[config.mk]
export PLATFORM = sky130hd
export DESIGN_NAME = ccs_core_clock_select
export DESIGN_NICKNAME = d
export VERILOG_FILES = /design/src/hw/ccs_pkg.sv /design/src/hw/ccs_core_clock_select.sv
export SDC_FILE = /design/constraint.sdc
export NUM_CORES = 1
export LEC_CHECK = 0
export BUFFER_PORTS_ARGS = -buffer_cell sky130_fd_sc_hd__buf_2
export CAP_MARGIN = 20
export CORE_MARGIN = 1.5
export CORE_UTILIZATION = 40
export DETAILED_ROUTE_END_ITERATION = 16
export MAX_ROUTING_LAYER = met4
export PLACE_DENSITY = 0.69
export SYNTH_ARGS = -nofsm -noshare
export SYNTH_HDL_FRONTEND = slang
export SYNTH_SLANG_ARGS = --single-unit
export TNS_END_PERCENT = 1
[constraint.sdc]
create_clock -name clk_sys -period 1.8 [get_ports clk_sys]
set_input_delay 0.27 -clock clk_sys [delete_from_list [all_inputs] [get_ports clk_sys]]
set_output_delay 0.27 -clock clk_sys [all_outputs]
set_load 0.1 [all_outputs]
[src/hw/ccs_pkg.sv]
// Package for the core clock source selector: access codes, reset values, states.
// Assumes both clock inputs are sampled as levels on clk_sys.
package ccs_pkg;

   // ---------------------------------------------------------------
   // External memory access codes
   // ---------------------------------------------------------------
   localparam logic [1:0] ACC_NONE        = 2'h0;
   localparam logic [1:0] ACC_BUF_WRITE   = 2'h1;
   localparam logic [1:0] ACC_UNBUF_WRITE = 2'h2;
   localparam logic [1:0] ACC_READ        = 2'h3;

   // ---------------------------------------------------------------
   // Reset values
   // ---------------------------------------------------------------
   localparam logic RST_NOT_BUS_ONLY = 1'h0;
   localparam logic RST_ASYNC_SEL    = 1'h0;
   localparam logic RST_LEVEL        = 1'h0;

   // ---------------------------------------------------------------
   // Selector states
   // ---------------------------------------------------------------
   typedef enum logic [2:0] {
      ST_BUS  = 3'h1,
      ST_FAST = 3'h2,
      ST_PARK = 3'h4
   } ccs_state_t;

endpackage

[src/hw/ccs_core_clock_select.sv]
// Core clock source selector: picks bus or fast clock for the core.
// Assumes bus_clock and fast_clock are levels synchronous to clk_sys;
// the selected clock is rebuilt as a registered level on core_clock_out.
`timescale 1ns/1ps
`default_nettype none

module ccs_core_clock_select
   import ccs_pkg::*;
(
   input  wire  logic       clk_sys,              // System clock, 40 MHz
   input  wire  logic       rst_n,                // Asynchronous reset, active low
   input  wire  logic       bus_clock,            // Bus clock level
   input  wire  logic       fast_clock,           // Fast clock level
   input  wire  logic       not_bus_only_bit,     // High leaves bus-only mode
   input  wire  logic       async_select_bit,     // High picks asynchronous mode outside bus-only mode
   input  wire  logic [1:0] access_type,          // External access in progress
   output var   logic       core_clock_out,       // Selected core clock
   output var   logic       bus_if_clock,         // Bus interface clock
   output var   logic       core_on_fast,         // Core runs on fast clock
   output var   logic       bus_clock_only_mode   // Bus-only mode active
);

   // ---------------------------------------------------------------
   // Mode and clock samples
   // ---------------------------------------------------------------
   logic       not_bus_only_q;
   logic       not_bus_only_d;
   logic       async_q;
   logic       async_d;
   logic       bus_s_q;
   logic       bus_s_d;
   logic       fast_s_q;
   logic       fast_s_d;
   logic       need_bus;
   logic       want_fast;

   always_comb begin
      not_bus_only_d = not_bus_only_bit;
      async_d        = async_select_bit & not_bus_only_bit;
      bus_s_d        = bus_clock;
      // Fast clock is masked out entirely in bus-only mode
      fast_s_d       = fast_clock & not_bus_only_bit;
   end

   always_ff @(posedge clk_sys or negedge rst_n) begin
      if (!rst_n) begin
         not_bus_only_q <= RST_NOT_BUS_ONLY;
         async_q        <= RST_ASYNC_SEL;
         bus_s_q        <= RST_LEVEL;
         fast_s_q       <= RST_LEVEL;
      end else begin
         not_bus_only_q <= not_bus_only_d;
         async_q        <= async_d;
         bus_s_q        <= bus_s_d;
         fast_s_q       <= fast_s_d;
      end
   end

   // ---------------------------------------------------------------
   // Elaboration checks
   // ---------------------------------------------------------------
   // The selector relies on three one-hot state codes
   if ($bits(ccs_state_t) != 3) begin : g_bad_state
      $error("selector state code must be three bits wide");
   end

   // Access decoding below assumes two-bit access codes
   if ($bits(ACC_READ) != 2) begin : g_bad_access
      $error("access code must be two bits wide");
   end

   // ---------------------------------------------------------------
   // Access decoding
   // ---------------------------------------------------------------
   // Nonbuffered writes and reads hold the core on the
   // bus clock; a buffered write drains without slowing the core
   function automatic logic needs_bus_clock(input logic [1:0] acc);
      logic hit;
      hit = 1'h0;
      case (acc)
         ACC_UNBUF_WRITE: hit = 1'h1;
         ACC_READ:        hit = 1'h1;
         default:         hit = 1'h0;
      endcase
      return hit;
   endfunction

   // Level of the source that one select value names
   function automatic logic source_level(input logic sel_fast,
                                         input logic fast_lvl,
                                         input logic bus_lvl);
      return sel_fast ? fast_lvl : bus_lvl;
   endfunction

   always_comb begin
      need_bus  = needs_bus_clock(access_type);
      want_fast = not_bus_only_q && !need_bus;
   end

   // ---------------------------------------------------------------
   // Glitch-free selector
   // ---------------------------------------------------------------
   ccs_state_t state_q;
   ccs_state_t state_d;
   logic       target_fast_q;
   logic       target_fast_d;
   logic       seen_high_q;
   logic       seen_high_d;
   logic       out_q;
   logic       out_d;
   logic       dest_s;

   always_comb begin
      state_d       = state_q;
      target_fast_d = target_fast_q;
      seen_high_d   = seen_high_q;
      out_d         = out_q;
      dest_s        = source_level(target_fast_q, fast_s_q, bus_s_q);
      unique case (state_q)
         ST_BUS: begin
            out_d = bus_s_q;
            // Leave only while the old source is low: no short high
            if (want_fast && !bus_s_q) begin
               state_d       = ST_PARK;
               target_fast_d = 1'h1;
               seen_high_d   = 1'h0;
               out_d         = 1'h0;
            end
         end
         ST_FAST: begin
            out_d = fast_s_q;
            if (!want_fast && !fast_s_q) begin
               state_d       = ST_PARK;
               target_fast_d = 1'h0;
               seen_high_d   = 1'h0;
               out_d         = 1'h0;
            end
         end
         ST_PARK: begin
            // Output held low until the destination is safely low
            out_d = 1'h0;
            if (want_fast != target_fast_q) begin
               target_fast_d = want_fast;
               seen_high_d   = 1'h0;
            end else begin
               seen_high_d = seen_high_q | dest_s;
               // Sync: destination low suffices, at most one phase
               // Async: wait for a falling edge, at most one cycle
               if (!dest_s && (!async_q || seen_high_q)) begin
                  state_d = target_fast_q ? ST_FAST : ST_BUS;
               end
            end
         end
      endcase
   end

   // No timers anywhere: stopped clocks simply freeze the selector
   always_ff @(posedge clk_sys or negedge rst_n) begin
      if (!rst_n) begin
         state_q       <= ST_BUS;
         target_fast_q <= 1'h0;
         seen_high_q   <= 1'h0;
         out_q         <= RST_LEVEL;
      end else begin
         state_q       <= state_d;
         target_fast_q <= target_fast_d;
         seen_high_q   <= seen_high_d;
         out_q         <= out_d;
      end
   end

   // ---------------------------------------------------------------
   // Outputs
   // ---------------------------------------------------------------
   // Every output leaves from a flip-flop so that no decode glitch
   // reaches the pins; the flags trail the selector by one edge
   logic bus_if_q;
   logic on_fast_q;
   logic bus_only_q;

   always_ff @(posedge clk_sys or negedge rst_n) begin
      if (!rst_n) begin
         bus_if_q   <= RST_LEVEL;
         on_fast_q  <= 1'h0;
         bus_only_q <= 1'h1;
      end else begin
         bus_if_q   <= bus_s_q;
         on_fast_q  <= (state_q == ST_FAST);
         bus_only_q <= !not_bus_only_q;
      end
   end

   assign core_clock_out      = out_q;
   assign bus_if_clock        = bus_if_q;
   assign core_on_fast        = on_fast_q;
   assign bus_clock_only_mode = bus_only_q;

endmodule // ccs_core_clock_select

`default_nettype wire

After elaboration in Yosys (flattened, before gate mapping)
Cells that the tools add are included.
Storage, ports and cells
  bits in registers: 13
  input port bits: 8
  logic and storage cells: 59
Operators by class
  reductions and logical operators: 16
  muxes and demuxes: 18
  equal/unequal tests: 11
  bitwise gates (word level): 3
Operator list (number)
  3-bit 2-to-1 mux: 4
  2-bit inequality test, second input constant: 5
  1-bit 2-to-1 mux: 9
  1-bit case mux with 3 select lines: 3
  3-bit case mux with 3 select lines: 1
  1-bit logical NOT: 7
  2-bit == test, second input constant: 2
  1-bit logical AND: 4
  4-bit AND reduction: 1
  3-bit by 1-bit == test with 1-bit output, second input constant: 1
  3-bit by 2-bit == test with 1-bit output, second input constant: 1
  3-bit == test, second input constant: 1
  3-bit AND reduction: 1
  1-bit bitwise AND: 2
  2-bit 2-to-1 mux: 1
  2-bit AND reduction: 1
  2-bit OR reduction: 1
  1-bit logical OR: 1
  1-bit inequality test: 1
  1-bit OR: 1

Longest topological paths before layout
Gate-level depths: netlist of the first run.
  depth in word-level cells: 9
  depth in mapped cells: 5

Least setup slack after synthesis of the first run
No wires, ideal clock.
  path kind: register -> register
  from: reg target_fast_q
  to: reg state_q[0]
  setup time: 0.097 ns
  clock period less this slack: 1.302 ns
  path buffers: 1
  slack: 0.498 ns
  data arrival time: 1.205 ns
  stages on the path, launching flop included: 6
  cell sequence: dfrtp_1 buf_6 mux2_2 a21oi_2 o211ai_2 o41ai_2
On the way
  word-level cells in the longest chain between the ends: 5
RTL lines
  start: declaration: RTL line ccs_core_clock_select.sv:105  | logic target_fast_q;
  start signal: assignment: RTL line ccs_core_clock_select.sv:166  | target_fast_q <= target_fast_d;
  1-bit 2-to-1 mux: RTL line ccs_core_clock_select.sv:92  | return sel_fast ? fast_lvl : bus_lvl;
  1-bit logical NOT: RTL line ccs_core_clock_select.sv:149  | if (!dest_s && (!async_q || seen_high_q)) begin
  1-bit logical AND: RTL line ccs_core_clock_select.sv:149
  2-bit inequality test (no line)
  4-bit AND reduction (no line)
  end signal: assignment: RTL line ccs_core_clock_select.sv:165  | state_q <= state_d;
  end: declaration: RTL line ccs_core_clock_select.sv:103  | ccs_state_t state_q;
Several ways; a longest one is shown, not always the timed one. The select of a mux whose other input is x is not followed.
A chain may end at the register's enable or synchronous reset.

Worst setup path after layout of the first run
Ends and elaborated chain as after synthesis.

==> results.txt, run 1 <==
Status - finished, final reports clean
Synth unique cells - 25
Drt wl/cell - 13.19 um
First-pass GRT wire length - 1718 um
Peak supply drop - 0.5973 mV
Min Tclk post-route - 1.473 ns
ANT cells - 0
I/O Buffers - 10
Crit path buffers/inverters - 0
Rel. slew slack - 67.95%
H-tree depth - 1
CP required - 1.98 ns
CP Launch Type - flop
DR vias/cell - 5.225
Syn_nets - 58
Worst hold slack - 0.1004 ns
Largest net degree at the start of global routing - 14
Tot GR Track Use - 14.23%
Post-Synthesis Cells - 50
CTS tree - built
# rows - 13
CTS Buf Count - 3
Iter 0 DRT Violations - 4
Initial Utilization - 44.58%
Die height - 41.79 um
Clock Sink Count - 13
Crit-path max FO - 7
Mapped cell area - 601.8 um^2
Clk_skew - 0.003385 ns
Critical path class - flop to flop
Crit-path max cell delay - 0.51 ns
Total wire length - 1055 um
Register area share after synthesis - 54.47%
CP top delay family - flip-flops
Global route overflow - 0
Drc violations - 0
Fmax - 678.7 MHz
Routed via count - 418
Root Buffer - clkbuf_4
Total negative setup slack - 0 ns
Gp weighted congestion - 0.8032
Synth warn - 0
Drt pass-1 iters - 4
Reg2reg path depth - 4
WP depth - 4
Proportion of layout cells with a drive suffix above 1 - 35.38%
Average size of a mapped cell - 12.04 um^2
Boundary Pins - 12
Die width - 41.79 um
Setup violations, final - 0
CORE AREA - 1350 um^2
Final Hold Vio Count - 0
Fillcell total - 132
Tcrit/Tclk final - 81.85%
FF+latch count, synth - 13
Crit-path slowest cell - dfrtp_1
Pwr Total - 0.9798 mW
CP cell instances - mux2_2 -> a21oi_2 -> o211ai_2 -> o41ai_2
Worst path arrival time - 1.66 ns
Post-DP HPWL - 724.1 um
Post-CTS sizing - 0
Vias in the first global route - 389
Slew Limit Fails - 0
Max_cap viols - 0
Clock buffer depth - 2
Initial antenna violation count - 0
Clock slew at reported path FFs - 0.08 ns
Most frequent cells in the layout - 11 x dfrtp_1, 10 x buf_2, 4 x inv_1
Synthesis-to-finish area growth - 16.84%
HP Class - input port to flop
DP Area - 666.9 um^2
RSZ-0062 raised after global routing - no
Final Cell Area - 703.2 um^2
Most common cell after layout, fill and taps aside - dfrtp_1
CP Capture Type - flop
Worst Hold Depth - 1
Slew @ Worst Pin - 0.4841 ns
Power Density - 1393 nW/um^2
Antenna viol nets, final - 0
Final Util - 52.09%
Final nets - 74
Leak Pwr - 0.3170 nW
Clk_lat worst skew - 0.27 ns
Die ar. - 1746 um^2
[timing repair]
item / 4_1_cts / 5_1_grt
hold buffers: 1 / 0
buffers inserted: 0 / 0
hold endpoints to repair: 11 / 0
[cell usage after synthesis, drive strengths merged]
library cell / n / area share [%]
a211oi: 1 / 2.1
a21oi: 2 / 2.3
a22oi: 1 / 1.2
a31oi: 3 / 3.1
and2: 2 / 2.1
and3b: 1 / 1.5
buf: 1 / 1.9
dfrtp: 11 / 46
dfstp: 2 / 8.7
inv: 4 / 2.5
mux2: 1 / 1.9
nand2: 3 / 1.9
nand2b: 2 / 2.1
nand3: 1 / 0.83
nor2: 3 / 1.9
nor2b: 1 / 1.0
nor3b: 1 / 3.1
o211ai: 1 / 2.1
o21ai: 5 / 4.2
o2bb2ai: 1 / 1.5
o311ai: 1 / 4.4
o41ai: 1 / 2.7
xnor2: 1 / 1.5
[final timing paths]
| kind | from | to | slack [ns] |
|---|---|---|---|
| hold / removal | bus_clock | bus_s_q$_DFF_PN0_ | 0.10 |
| max in group asynchronous | rst_n | bus_clock_only_mode$_DFF_PN1_ | 1.12 |
| setup / recovery | target_fast_q$_DFFE_PN0P_ | state_q[0]$_DFFE_PN1P_ | 0.33 |
| setup reg to reg | target_fast_q$_DFFE_PN0P_ | state_q[0]$_DFFE_PN1P_ | 0.33 |
| min in group asynchronous | rst_n | core_clock_out$_DFF_PN0_ | 0.40 |
| hold reg to reg | not_bus_only_q$_DFF_PN0_ | bus_clock_only_mode$_DFF_PN1_ | 0.42 |
[through the flow]
| step | std cells | setup slack [ns] |
|---|---|---|
| finish | 80 | 0.3266 |
| global placement | 75 | 0.3619 |
| global route | 80 | 0.2372 |
| floorplan | 50 | 0.4978 |
| detailed placement | 75 | 0.3476 |
| CTS | 80 | 0.3186 |
[sequential cells by signal (all words and copies together) (netlist names)]
name,count
state_q,3
async_q,1
bus_clock_only_mode,1
bus_if_clock,1
bus_s_q,1
core_clock_out,1
core_on_fast,1
fast_s_q,1
not_bus_only_q,1
seen_high_q,1
target_fast_q,1
[cells by family (layout without fill, tap and decap cells)]
family / Yosys count / count (layout) / synth area share (%)
compound gates: 16 / 16 / 23.49
xor+xnor: 1 / 1 / 1.456
buf+inv: 5 / 20 / 4.365
flops: 13 / 13 / 54.47
mux: 1 / 1 / 1.871
simple gates: 14 / 14 / 14.34
[power breakdown]
group / switching [mW] / internal [mW]
combinational: 0.224 / 0.124
clock: 0.0897 / 0.0859
sequential: 0.0949 / 0.361
[final cells by class]
cell class | instances | area (um^2) | area share, %
sequential | 13 | 327.8 | 46.62
timing repair buffer | 12 | 67.56 | 9.609
tap | 15 | 18.77 | 2.669
clock buffer | 4 | 26.28 | 3.737
inverter | 4 | 15.01 | 2.135
multi-input combinational | 32 | 247.7 | 35.23
[routing by layer]
layer	routed length [um]	GRT usage, %
met1	476	15.15
met2	508	21.88
met3	56	6.522
met4	14	7.742
met5	0	-
Note: power is estimated with default switching activity, not from simulation.
==> inputs of run 2 (changes only) <==
--- a/config.mk
+++ b/config.mk
@@ -11,7 +11,7 @@
 export CORE_UTILIZATION = 40
 export DETAILED_ROUTE_END_ITERATION = 16
 export MAX_ROUTING_LAYER = met4
-export PLACE_DENSITY = 0.69
+export PLACE_DENSITY = 0.71
 export SYNTH_ARGS = -nofsm -noshare
 export SYNTH_HDL_FRONTEND = slang
 export SYNTH_SLANG_ARGS = --single-unit
==> constraint.sdc (replaced) <==
create_clock -name clk_sys -period 1.3 [get_ports clk_sys]
set_input_delay 0.195 -clock clk_sys [delete_from_list [all_inputs] [get_ports clk_sys]]
set_output_delay 0.195 -clock clk_sys [all_outputs]
set_load 0.1 [all_outputs]
==> run 2 against run 1 <==
Net effect: the run now ends with negative setup slack left; count of clock-buffer cells in the layout stayed put; first-iteration DRC count is 50% higher; fmax is 11% higher; cell count is 7.5% higher; highest routed layer is now met3.
==> results.txt, run 2 (synthesized netlist as in run 1, its figures left out) <==
CP Launch Type - flop (unchanged)
Final Hold Vio Count - 0 (unchanged)
Root Buffer - clkbuf_4 (unchanged)
Max reg flops - 3 (unchanged)
Die ar. - 1746 um^2 (unchanged)
Initial Utilization - 44.58% (unchanged)
Top reg by flops - state_q (unchanged)
Clock buffer depth - 2 (unchanged)
Most common cell after layout, fill and taps aside - dfrtp_1 (unchanged)
Fmax - 750.7 MHz (was 678.7 MHz)
Clock Sink Count - 13 (unchanged)
Clock slew at reported path FFs - 0.07 ns (was 0.08 ns)
Iter 0 DRT Violations - 6 (was 4)
DP Area - 719.4 um^2 (was 666.9 um^2)
Synthesis-to-finish area growth - 29.94% (was 16.84%)
Setup violations, final - 2 (was 0)
Clk_skew - 0.003731 ns (was 0.003385 ns)
Clk_lat worst skew - 0.27 ns (about the same)
Rel. slew slack - 67.98% (was 67.95%)
I/O Buffers - 10 (unchanged)
HP Class - input port to flop (unchanged)
Total wire length - 1141 um (was 1055 um)
CTS Buf Count - 3 (unchanged)
ANT cells - 0 (unchanged)
CORE AREA - 1350 um^2 (unchanged)
Slew @ Worst Pin - 0.4837 ns (was 0.4841 ns)
Critical path class - flop to flop (unchanged)
Internal power - 0.8756 mW (was 0.5714 mW)
Tot GR Track Use - 14.31% (was 14.23%)
Global route overflow - 0 (unchanged)
Power Density - 1884 nW/um^2 (was 1393 nW/um^2)
Leak Pwr - 0.3569 nW (was 0.3170 nW)
Proportion of layout cells with a drive suffix above 1 - 47.89% (was 35.38%)
Antenna viol nets, final - 0 (unchanged)
Final setup margin - -0.03213 ns (was 0.3266 ns)
Drt pass-1 iters - 3 (was 4)
Failing checks - negative setup slack
Drt wl/cell - 13.27 um (was 13.19 um)
Status - finished, violations left (was finished, final reports clean)
# rows - 13 (unchanged)
CTS tree - built (unchanged)
Post-DP HPWL - 836.6 um (was 724.1 um)
Final nets - 80 (was 74)
Peak supply drop - 1.107 mV (was 0.5973 mV)
H-tree depth - 1 (unchanged)
Boundary Pins - 12 (unchanged)
Die height - 41.79 um (unchanged)
Die width - 41.79 um (unchanged)
Crit-path max FO - 5 (was 7)
Vias in the first global route - 461 (was 389)
Worst path arrival time - 1.54 ns (was 1.66 ns)
Switching power total - 0.5981 mW (was 0.4084 mW)
DR vias/cell - 5.349 (was 5.225)
Most frequent cells in the layout - 11 x dfrtp_1, 9 x buf_2, 7 x buf_4 (was 11 x dfrtp_1, 10 x buf_2, 4 x inv_1)
Gp weighted congestion - 0.8032 (unchanged)
Tcrit/Tclk final - 102.5% (was 81.85%)
Final Cell Area - 782.0 um^2 (was 703.2 um^2)
Min Tclk post-route - 1.332 ns (was 1.473 ns)
Max_cap viols - 0 (unchanged)
Final Util - 57.92% (was 52.09%)
RSZ-0062 raised after global routing - yes (was no)
Slew Limit Fails - 0 (unchanged)
Largest net degree at the start of global routing - 14 (unchanged)
First-pass GRT wire length - 1849 um (was 1718 um)
Clock Power Share - 16.2% (was 17.9%)
CP required - 1.50 ns (was 1.98 ns)
Comb pwr share - 45.6% (was 35.6%)
CP Capture Type - flop (unchanged)
Routed via count - 460 (was 418)
Initial antenna violation count - 0 (unchanged)
Sw Ratio - 40.59% (was 41.68%)
Drc violations - 0 (unchanged)
Seq pwr share - 38.2% (was 46.5%)
-- run 2: power groups by stage --
stage                     logic, mW  registers [mW]  clock network, mW
after floorplan               0.330           0.715                  0
after global placement        0.604           0.566                  0
after detailed placement      0.619           0.570                  0
after CTS                     0.629           0.562              0.247
after global routing          0.722           0.575              0.270
final                         0.672           0.563              0.239
-- run 2: stage by stage --
stage / hold slack, ns / setup TNS (ns) / setup slack (ns) / std cells / total power, mW
global placement: 0.08718 / 0 / 0.02028 / 80 / 1.169
finish: 0.02662 / -0.06116 / -0.03213 / 86 / 1.474
CTS: 0.02027 / -0.07599 / -0.02490 / 86 / 1.438
floorplan: -0.1006 / -0.002177 / -0.002177 / 50 / 1.045
detailed placement: 0.09497 / -0.05671 / -0.02295 / 80 / 1.189
global route: 0.01239 / -0.3263 / -0.09862 / 86 / 1.567
-- run 2: metal layers --
layer / part of all wire (%) / GRT usage (%) / up-vias
li1: - / - / 219
met1: 41 / 15.11 / 230
met2: 53 / 24.38 / 11
met3: 5.3 / 6.522 / 0
met4: 0 / 3.226 / 0
met5: 0 / - / -
-- run 2: final cells by class --
type                            count  area [um^2]
Inverter                            4        15.01
Multi-Input combinational cell     32        266.5
Tap cell                           15        18.77
Timing Repair Buffer               18        127.6
Clock buffer                        4        26.28
Fill cell                         123        568.0
Sequential cell                    13        327.8
-- run 2: path summary, 6_finish.rpt --
path | from | end | slack, ns | cells past startpoint
min in group asynchronous | rst_n | core_clock_out$_DFF_PN0_ | 0.33 | 2
setup reg to reg | state_q[1]$_DFFE_PN0P_ | state_q[2]$_DFFE_PN0P_ | -0.03 | 4
setup / recovery | state_q[1]$_DFFE_PN0P_ | state_q[2]$_DFFE_PN0P_ | -0.03 | 4
max in group asynchronous | rst_n | bus_clock_only_mode$_DFF_PN1_ | 0.69 | 2
hold / removal | bus_clock | bus_s_q$_DFF_PN0_ | 0.03 | 1
hold reg to reg | not_bus_only_q$_DFF_PN0_ | bus_clock_only_mode$_DFF_PN1_ | 0.43 | 1
-- run 2: worst max-delay path: stages, from the launching register on --
cell       delay (ns)
dfrtp_1          0.41
nor3b_4          0.31
and3b_1          0.22
o211ai_2         0.20
o2bb2ai_2        0.12
-- run 2: timing repair --
item	4_1_cts	5_1_grt
gates cloned	0	0
setup endpoints to repair	4	4
hold buffers	1	0
hold endpoints to repair	11	0
gates resized for setup	0	6
setup buffers	1	0
pin swaps	1	2
